--- config.mk ---
export PLATFORM = sky130hd
export DESIGN_NAME = spd_decoder
export DESIGN_NICKNAME = d
export VERILOG_FILES = /design/src/core/spd_pkg.sv /design/src/core/spd_param_check.sv /design/src/core/spd_decoder.sv
export SDC_FILE = /design/constraint.sdc
export NUM_CORES = 1
export LEC_CHECK = 0
export BUFFER_PORTS_ARGS = -buffer_cell sky130_fd_sc_hd__buf_2
export CORE_ASPECT_RATIO = 1.5
export CORE_MARGIN = 1.5
export CORE_UTILIZATION = 35
export CTS_BUF_LIST = sky130_fd_sc_hd__clkbuf_8
export CTS_CLUSTER_SIZE = 40
export DETAILED_ROUTE_END_ITERATION = 12
export PLACE_DENSITY = 0.57
export SLEW_MARGIN = 20
export SYNTH_ARGS = -nofsm -noshare
export SYNTH_HDL_FRONTEND = slang
export SYNTH_SLANG_ARGS = --single-unit
--- constraint.sdc ---
create_clock -name clk -period 5.4 [get_ports clk]
set_input_delay 0.27 -clock clk [delete_from_list [all_inputs] [get_ports clk]]
set_output_delay 0.27 -clock clk [all_outputs]
set_load 0.01 [all_outputs]
--- src/core/spd_pkg.sv ---
// constants for the script parameter decoder: opcodes, parameter fields,
// result codes and state encodings. no surroundings assumed.
package spd_pkg;
  localparam logic [7:0] SPD_CMD_SCRIPT     = 8'h88;
  localparam logic [7:0] SPD_OP_SEARCH_STEP = 8'h05;
  localparam logic [7:0] SPD_OP_SPEED       = 8'h0D;
  localparam logic [7:0] SPD_OP_WRITE_BIT   = 8'h01;
  localparam logic [7:0] SPD_OP_WRITE_BYTE  = 8'h03;
  localparam logic [7:0] SPD_OP_RESET       = 8'h00;
  localparam logic [7:0] SPD_RESULT_FAIL    = 8'h22;
  localparam logic [7:0] SPD_RESULT_OK      = 8'hAA;
  localparam int SPD_BIT_SPEED_INV = 7;
  localparam int SPD_BIT_SPEED     = 3;
  localparam int SPD_BIT_BYPASS    = 1;
  localparam int SPD_BIT_VALUE     = 0;
  localparam logic SPD_SPEED_STD_RST = 1'b0;

  typedef enum logic [2:0] {
    SPD_IDLE   = 3'b000,
    SPD_LEN    = 3'b001,
    SPD_OPCODE = 3'b010,
    SPD_PARAM  = 3'b011,
    SPD_WAIT   = 3'b100,
    SPD_DONE   = 3'b101
  } spd_state_t;
endpackage : spd_pkg

--- src/core/spd_param_check.sv ---
// checks a speed parameter byte: speed copy agreement and chosen speed.
// assumes a byte from the same clock domain; purely combinational.
`timescale 1ns/1ps
`default_nettype none
module spd_param_check
  import spd_pkg::*;
(
  input  wire logic [7:0] paramByte,   // speed parameter byte
  output logic            speedSel,    // decoded speed bit
  output logic            bypass,      // presence bypass bit
  output logic            malformed    // speed copy is not the complement
);
  // speed copy must be the complement of the speed bit
  assign speedSel  = paramByte[SPD_BIT_SPEED];
  assign bypass    = paramByte[SPD_BIT_BYPASS];
  assign malformed = paramByte[SPD_BIT_SPEED_INV] == paramByte[SPD_BIT_SPEED];
endmodule : spd_param_check
`default_nettype wire

--- src/core/spd_decoder.sv ---
// script parameter decoder: takes script bytes from the i2c slave and
// drives speed, slot requests and script abort. the slave, the slot
// engine and the bus live outside on the same clock.
`timescale 1ns/1ps
`default_nettype none
module spd_decoder
  import spd_pkg::*;
(
  input  wire logic       clk,          // 250 MHz clock
  input  wire logic       rst,          // async reset, active high
  input  wire logic       byteValid,    // one-cycle pulse, byte from i2c
  input  wire logic [7:0] byteData,     // received byte
  input  wire logic       frameStart,   // pulse, start plus write address
  input  wire logic       opDone,       // pulse, slot engine finished
  input  wire logic       presenceSeen, // level with opDone for resets
  output logic            speedOverdrive, // speed setting, 1 overdrive
  output logic            opStart,      // pulse, start a primitive
  output logic [7:0]      opCode,       // primitive being run
  output logic [7:0]      opParam,      // decoded parameter byte
  output logic            scriptActive, // script being parsed
  output logic            scriptDone,   // pulse, script ended
  output logic [7:0]      resultCode    // last result code
);
  spd_state_t state_reg;
  logic [7:0] remain_reg;
  logic       bypass_reg;
  logic       rpSpeed;
  logic       rpBypass;
  logic       rpBad;

  spd_param_check u_check (
    .paramByte (byteData),
    .speedSel  (rpSpeed),
    .bypass    (rpBypass),
    .malformed (rpBad)
  );

  // opcodes that carry one parameter byte
  function automatic logic hasParam(input logic [7:0] op);
    hasParam = (op == SPD_OP_SPEED) || (op == SPD_OP_SEARCH_STEP) ||
               (op == SPD_OP_WRITE_BIT) || (op == SPD_OP_WRITE_BYTE);
  endfunction : hasParam

  // count one byte off the script length, clamped at zero
  function automatic logic [7:0] decLen(input logic [7:0] n);
    decLen = (n == 8'h00) ? 8'h00 : n - 8'h01;
  endfunction : decLen

  // parser state; the frame start from the slave restarts parsing
  always_ff @(posedge clk or posedge rst) begin
    if (rst) begin
      state_reg  <= SPD_IDLE;
      remain_reg <= 8'h00;
    end else if (frameStart) begin
      state_reg <= SPD_IDLE;
    end else begin
      unique case (state_reg)
        SPD_IDLE: begin
          if (byteValid && byteData == SPD_CMD_SCRIPT) begin
            state_reg <= SPD_LEN;
          end
        end
        SPD_LEN: begin
          if (byteValid) begin
            remain_reg <= byteData;
            state_reg  <= (byteData == 8'h00) ? SPD_IDLE : SPD_OPCODE;
          end
        end
        SPD_OPCODE: begin
          if (remain_reg == 8'h00) begin
            state_reg <= SPD_DONE;
          end else if (byteValid) begin
            remain_reg <= decLen(remain_reg);
            state_reg  <= hasParam(byteData) ? SPD_PARAM : SPD_WAIT;
          end
        end
        SPD_PARAM: begin
          if (byteValid) begin
            remain_reg <= decLen(remain_reg);
            if (opCode == SPD_OP_SPEED && rpBad) begin
              state_reg <= SPD_DONE;
            end else begin
              state_reg <= SPD_WAIT;
            end
          end
        end
        SPD_WAIT: begin
          if (opDone) begin
            if (opCode == SPD_OP_RESET && !presenceSeen && !bypass_reg) begin
              state_reg <= SPD_DONE;
            end else begin
              state_reg <= SPD_OPCODE;
            end
          end
        end
        SPD_DONE: state_reg <= SPD_IDLE;
        default:  state_reg <= SPD_IDLE;
      endcase
    end
  end

  // opcode and parameter capture
  always_ff @(posedge clk or posedge rst) begin
    if (rst) begin
      opCode  <= 8'h00;
      opParam <= 8'h00;
    end else if (byteValid && state_reg == SPD_OPCODE && remain_reg != 8'h00) begin
      opCode  <= byteData;
      opParam <= 8'h00;
    end else if (byteValid && state_reg == SPD_PARAM) begin
      unique case (opCode)
        SPD_OP_WRITE_BIT:   opParam <= {7'h00, byteData[SPD_BIT_VALUE]};
        SPD_OP_SEARCH_STEP: opParam <= {7'h00, byteData[SPD_BIT_VALUE]};
        default:            opParam <= byteData;
      endcase
    end
  end

  // speed setting and presence bypass from the speed parameter
  always_ff @(posedge clk or posedge rst) begin
    if (rst) begin
      speedOverdrive <= SPD_SPEED_STD_RST;
      bypass_reg     <= 1'b0;
    end else if (byteValid && state_reg == SPD_PARAM &&
                 opCode == SPD_OP_SPEED && !rpBad) begin
      speedOverdrive <= rpSpeed;
      bypass_reg     <= rpBypass;
    end
  end

  // primitive launch, one pulse per primitive entering the wait
  always_ff @(posedge clk or posedge rst) begin
    if (rst) begin
      opStart <= 1'b0;
    end else begin
      opStart <= byteValid && !frameStart &&
                 ((state_reg == SPD_OPCODE && remain_reg != 8'h00 &&
                   !hasParam(byteData)) ||
                  (state_reg == SPD_PARAM &&
                   !(opCode == SPD_OP_SPEED && rpBad)));
    end
  end

  // result reporting; a halt reports the failure code
  always_ff @(posedge clk or posedge rst) begin
    if (rst) begin
      scriptActive <= 1'b0;
      scriptDone   <= 1'b0;
      resultCode   <= 8'h00;
    end else begin
      scriptActive <= !frameStart && state_reg != SPD_IDLE &&
                      state_reg != SPD_DONE;
      scriptDone   <= !frameStart && state_reg == SPD_DONE;
      if (!frameStart && state_reg == SPD_OPCODE && remain_reg == 8'h00) begin
        resultCode <= SPD_RESULT_OK;
      end else if (!frameStart && ((state_reg == SPD_PARAM && byteValid &&
                   opCode == SPD_OP_SPEED && rpBad) ||
                  (state_reg == SPD_WAIT && opDone &&
                   opCode == SPD_OP_RESET && !presenceSeen && !bypass_reg))) begin
        resultCode <= SPD_RESULT_FAIL;
      end
    end
  end

  // a malformed speed byte must never reach the speed setting
  a_speed_guard: assert property (@(posedge clk) disable iff (rst)
    (byteValid && state_reg == SPD_PARAM && opCode == SPD_OP_SPEED && rpBad
     && !frameStart) |=> $stable(speedOverdrive) && state_reg == SPD_DONE)
    else $error("malformed speed byte accepted");
  a_speed_update: assert property (@(posedge clk) disable iff (rst)
    (byteValid && state_reg == SPD_PARAM && opCode == SPD_OP_SPEED && !rpBad
     && !frameStart) |=> speedOverdrive == $past(byteData[SPD_BIT_SPEED]))
    else $error("speed not taken from parameter");
  a_speed_hold: assert property (@(posedge clk) disable iff (rst)
    (state_reg != SPD_PARAM || opCode != SPD_OP_SPEED) |=>
    $stable(speedOverdrive))
    else $error("speed changed outside speed primitive");
  a_halt_code: assert property (@(posedge clk) disable iff (rst)
    (state_reg == SPD_WAIT && opDone && opCode == SPD_OP_RESET &&
     !presenceSeen && !bypass_reg && !frameStart) |=>
    resultCode == SPD_RESULT_FAIL ##1 scriptDone)
    else $error("missing presence did not halt");
  a_bypass_go: assert property (@(posedge clk) disable iff (rst)
    (state_reg == SPD_WAIT && opDone && opCode == SPD_OP_RESET &&
     bypass_reg && !frameStart) |=> state_reg == SPD_OPCODE)
    else $error("bypass did not continue");
  a_bit_param: assert property (@(posedge clk) disable iff (rst)
    (byteValid && state_reg == SPD_PARAM && opCode == SPD_OP_WRITE_BIT
     && !frameStart) |=> opParam == {7'h00, $past(byteData[0])} && opStart)
    else $error("write bit parameter wrong");
  a_byte_param: assert property (@(posedge clk) disable iff (rst)
    (byteValid && state_reg == SPD_PARAM && opCode == SPD_OP_WRITE_BYTE
     && !frameStart) |=> opParam == $past(byteData))
    else $error("write byte parameter wrong");
  a_step_param: assert property (@(posedge clk) disable iff (rst)
    (byteValid && state_reg == SPD_PARAM && opCode == SPD_OP_SEARCH_STEP
     && !frameStart) |=> opParam[0] == $past(byteData[0]) && opStart)
    else $error("search direction wrong");
  a_param_skip: assert property (@(posedge clk) disable iff (rst)
    (byteValid && state_reg == SPD_OPCODE && remain_reg != 8'h00 &&
     hasParam(byteData) && !frameStart) |=> state_reg == SPD_PARAM)
    else $error("parameter byte not expected");

  c_speed: cover property (@(posedge clk) disable iff (rst)
    $rose(speedOverdrive));
  c_halt: cover property (@(posedge clk) disable iff (rst)
    scriptDone && resultCode == SPD_RESULT_FAIL);
  c_ok: cover property (@(posedge clk) disable iff (rst)
    scriptDone && resultCode == SPD_RESULT_OK);
  c_step: cover property (@(posedge clk) disable iff (rst)
    opStart && opCode == SPD_OP_SEARCH_STEP);
endmodule : spd_decoder
`default_nettype wire

==> impl_metrics.yaml <==
power_and_ir_drop:
  powerDensity_nw_per_um2: 281.8
  sw_frac_of_total_pct: 24.35
  seqPwrFrac_pct: 43.9
  p_clk_share_pct: 46.7
  p_int_uw: 468.6
  power_switching_uw: 150.8
  p_comb_share_pct: 9.4
  cellLeakagePower_uw: 0.001087
  ir_worst_vdd_mv: 0.1406
floorplanning:
  die_area_um2: 5823
  io_pins: 42
  core_area_um2: 5165
  initial_core_util_pct: 36.36
  die_h_um: 92.72
  row_count: 32
  die_w_um: 62.81
cts:
  cts_max_path_buffers: 2
  tritoncts: "done"
  htreeDepth: 2
  clkTransAtPathRegs_ns: 0.08
  post_cts_resized: 0
  numCtsBuffers: 5
  insertion_delay_ns: 0.30
  cts.sinks: 34
  root_buffer: "clkbuf_8"
  cts_hold_repair.buffers: 0
  post_cts_buffers: 0
logic_synthesis:
  syn_avg_cell_area_um2: 9.731
  yosysTopAreaCell: "dfrtp_1"
  synth_warnings: 0
  syn_inst: 193
  seq_area_frac_synth_pct: 45.30
  synth_commonest_cells: "dfrtp_1 (34), o21ai_0 (19), nor2_1 (15)"
  synth-seq-cells: 34
  netlist_area_um2: 1878
  synth.top_cell.area_share_pct: 45.30
  synth_area_leaders: "dfrtp_1 (45%), mux2_2 (6.0%), o21ai_0 (5.1%)"
  synth_flop_cell: "dfrtp_1"
  synth_edf_count: 0
  synth_cell_types: 46
  async_reset_ff_share_pct: 100.0
  synth_most_common_cell: "dfrtp_1"
setup_path:
  cp_data_required_time_ns: 5.61
  endpoint_kind: "flip-flop"
  cp-start-kind: "flip-flop"
  r2r_slack_ns: 2.84
  crit_arrival_ns: 2.77
  crit_path_start: "remain_reg[0]"
  worst-setup-path-type: "flip-flop to flip-flop"
  r2r_cells: 7
  r2r-start: "remain_reg[0]"
  path_max_fanout: 16
  r2r-end: "remain_reg[7]"
global_routing:
  grt_overflow: 0
  grt_pass1_vias: 1616
  antenna_found_initial: 0
  grt_max_degree: 35
  grt_pass1_wl_um: 8162
  grt.total_usage_pct: 17.88
finish:
  finalInstanceArea_um2: 2198
  diodes: 0
  final_cell_count_no_fill: 293
  drive_above_1_share_pct: 29.33
  fin_nets: 240
  area_delta_synth_final_pct: 17.06
placement:
  place_congestion: 0.8304
  placedInstanceArea_um2: 2061
  hpwl_um: 3432
  numPortBuffers: 37
  dpl.cell_count: 285
route:
  highest_layer: "met4"
  num_vias: 1634
  ant_nets: 0
  met3_length_um: 170
  drt_pass1_iterations: 4
  wl_per_cell_um: 16.69
  first_iter_violations: 51
  wl_met1_um: 2135
  drc_errors: 0
  vias_per_cell: 5.577
  wl_met2_um: 2432
  wl_um: 4889
flow_run:
  maxCapViolCount: 0
status:
  status: "finished, final reports clean"
worst_hold_path:
  hold_path_class: "primary input to asynchronous set/reset pin"
timing:
  skew_ns: 0.01246
  tightest_slew_ns: 1.016
  relSlewSlack_pct: 32.21
  fin_crit_ns: 2.558
  hold_viol_final: 0
  rsz0062_at_grt: "false"
  fmax_ghz: 0.3909
  final.setup.tns_ns: 0
  drv_slew: 0
  min_period_over_period_pct: 47.37
  setup_viol: 0
how the worst max path moves through the flow:
stage                                to  slack (ns)  cells after the start
after CTS                 remain_reg[7]        2.86                      7
after global routing      remain_reg[6]        2.44                      7
after detailed placement  remain_reg[7]        2.89                      7
after global placement        opCode[0]        2.85                      6
final                     remain_reg[7]        2.84                      7
after floorplan              bypass_reg        3.46                      5
placed cells by master (no fill, tap or decap), types with 4 or more instances in the layout:
cell type  netlist  routed
conb_1           1       4
mux2_2          10      10
buf_2            3      37
dfrtp_1         34      34
clkbuf_8         0       5
a21oi_1         13      13
a32oi_1          7       7
inv_1            6       6
o21ai_0         19      19
nor3_1           9       9
a22oi_1          8       8
nand2_1         10      10
nor2_1          15      15
metal layers:
| layer | GRT usage (%) | vias to the layer above |
|---|---|---|
| met5 | 0 | - |
| met3 | 3.038 | 15 |
| met1 | 21.92 | 794 |
| met4 | 7.963 | 0 |
| met2 | 30.65 | 50 |
| li1 | - | 775 |
power groups by stage:
stage               sequential (µW)  clock (µW)  combinational (µW)
detailed placement              277           0                57.8
floorplan                       276           0                40.7
global route                    274         299                65.3
finish                          272         289                58.2
global placement                277           0                57.7
CTS                             272         290                58.4
worst max-delay path, stage by stage (launching register included):
cell	delay, ns
dfrtp_1	0.39
inv_1	0.12
ha_1	0.15
nor4b_2	0.42
a21boi_0	0.21
o2111ai_1	0.85
o21ai_0	0.20
o21ai_0	0.12
final cells by class:
class,count,area (µm²)
Fill cell,515,2967
Multi-Input combinational cell,139,909.6
Sequential cell,34,850.8
Timing Repair Buffer,38,192.7
Tap cell,68,85.08
Clock buffer,5,68.82
Clock inverter,3,68.82
Inverter,6,22.52
cell families after synthesis:
kind of cell | share of synthesized area (%)
compound gates | 22.05
xor+xnor | 0.4664
fa+ha+maj | 1.332
buf+inv | 6.995
flops | 45.30
mux | 5.996
other cells | 0.1997
simple gates | 17.65
per-stage QoR:
stage	total power (µW)	util (%)	setup WS [ns]	hold WS [ns]
after floorplan	316.5	-	3.461	0.3868
after global placement	334.5	39.85	2.852	0.3899
after detailed placement	334.8	39.90	2.889	0.3918
after CTS	620.7	42.56	2.855	0.07447
after global routing	638.0	42.56	2.439	0.1046
final	619.5	42.56	2.842	0.05062
No activity file was read; power rests on OpenSTA's default activity.
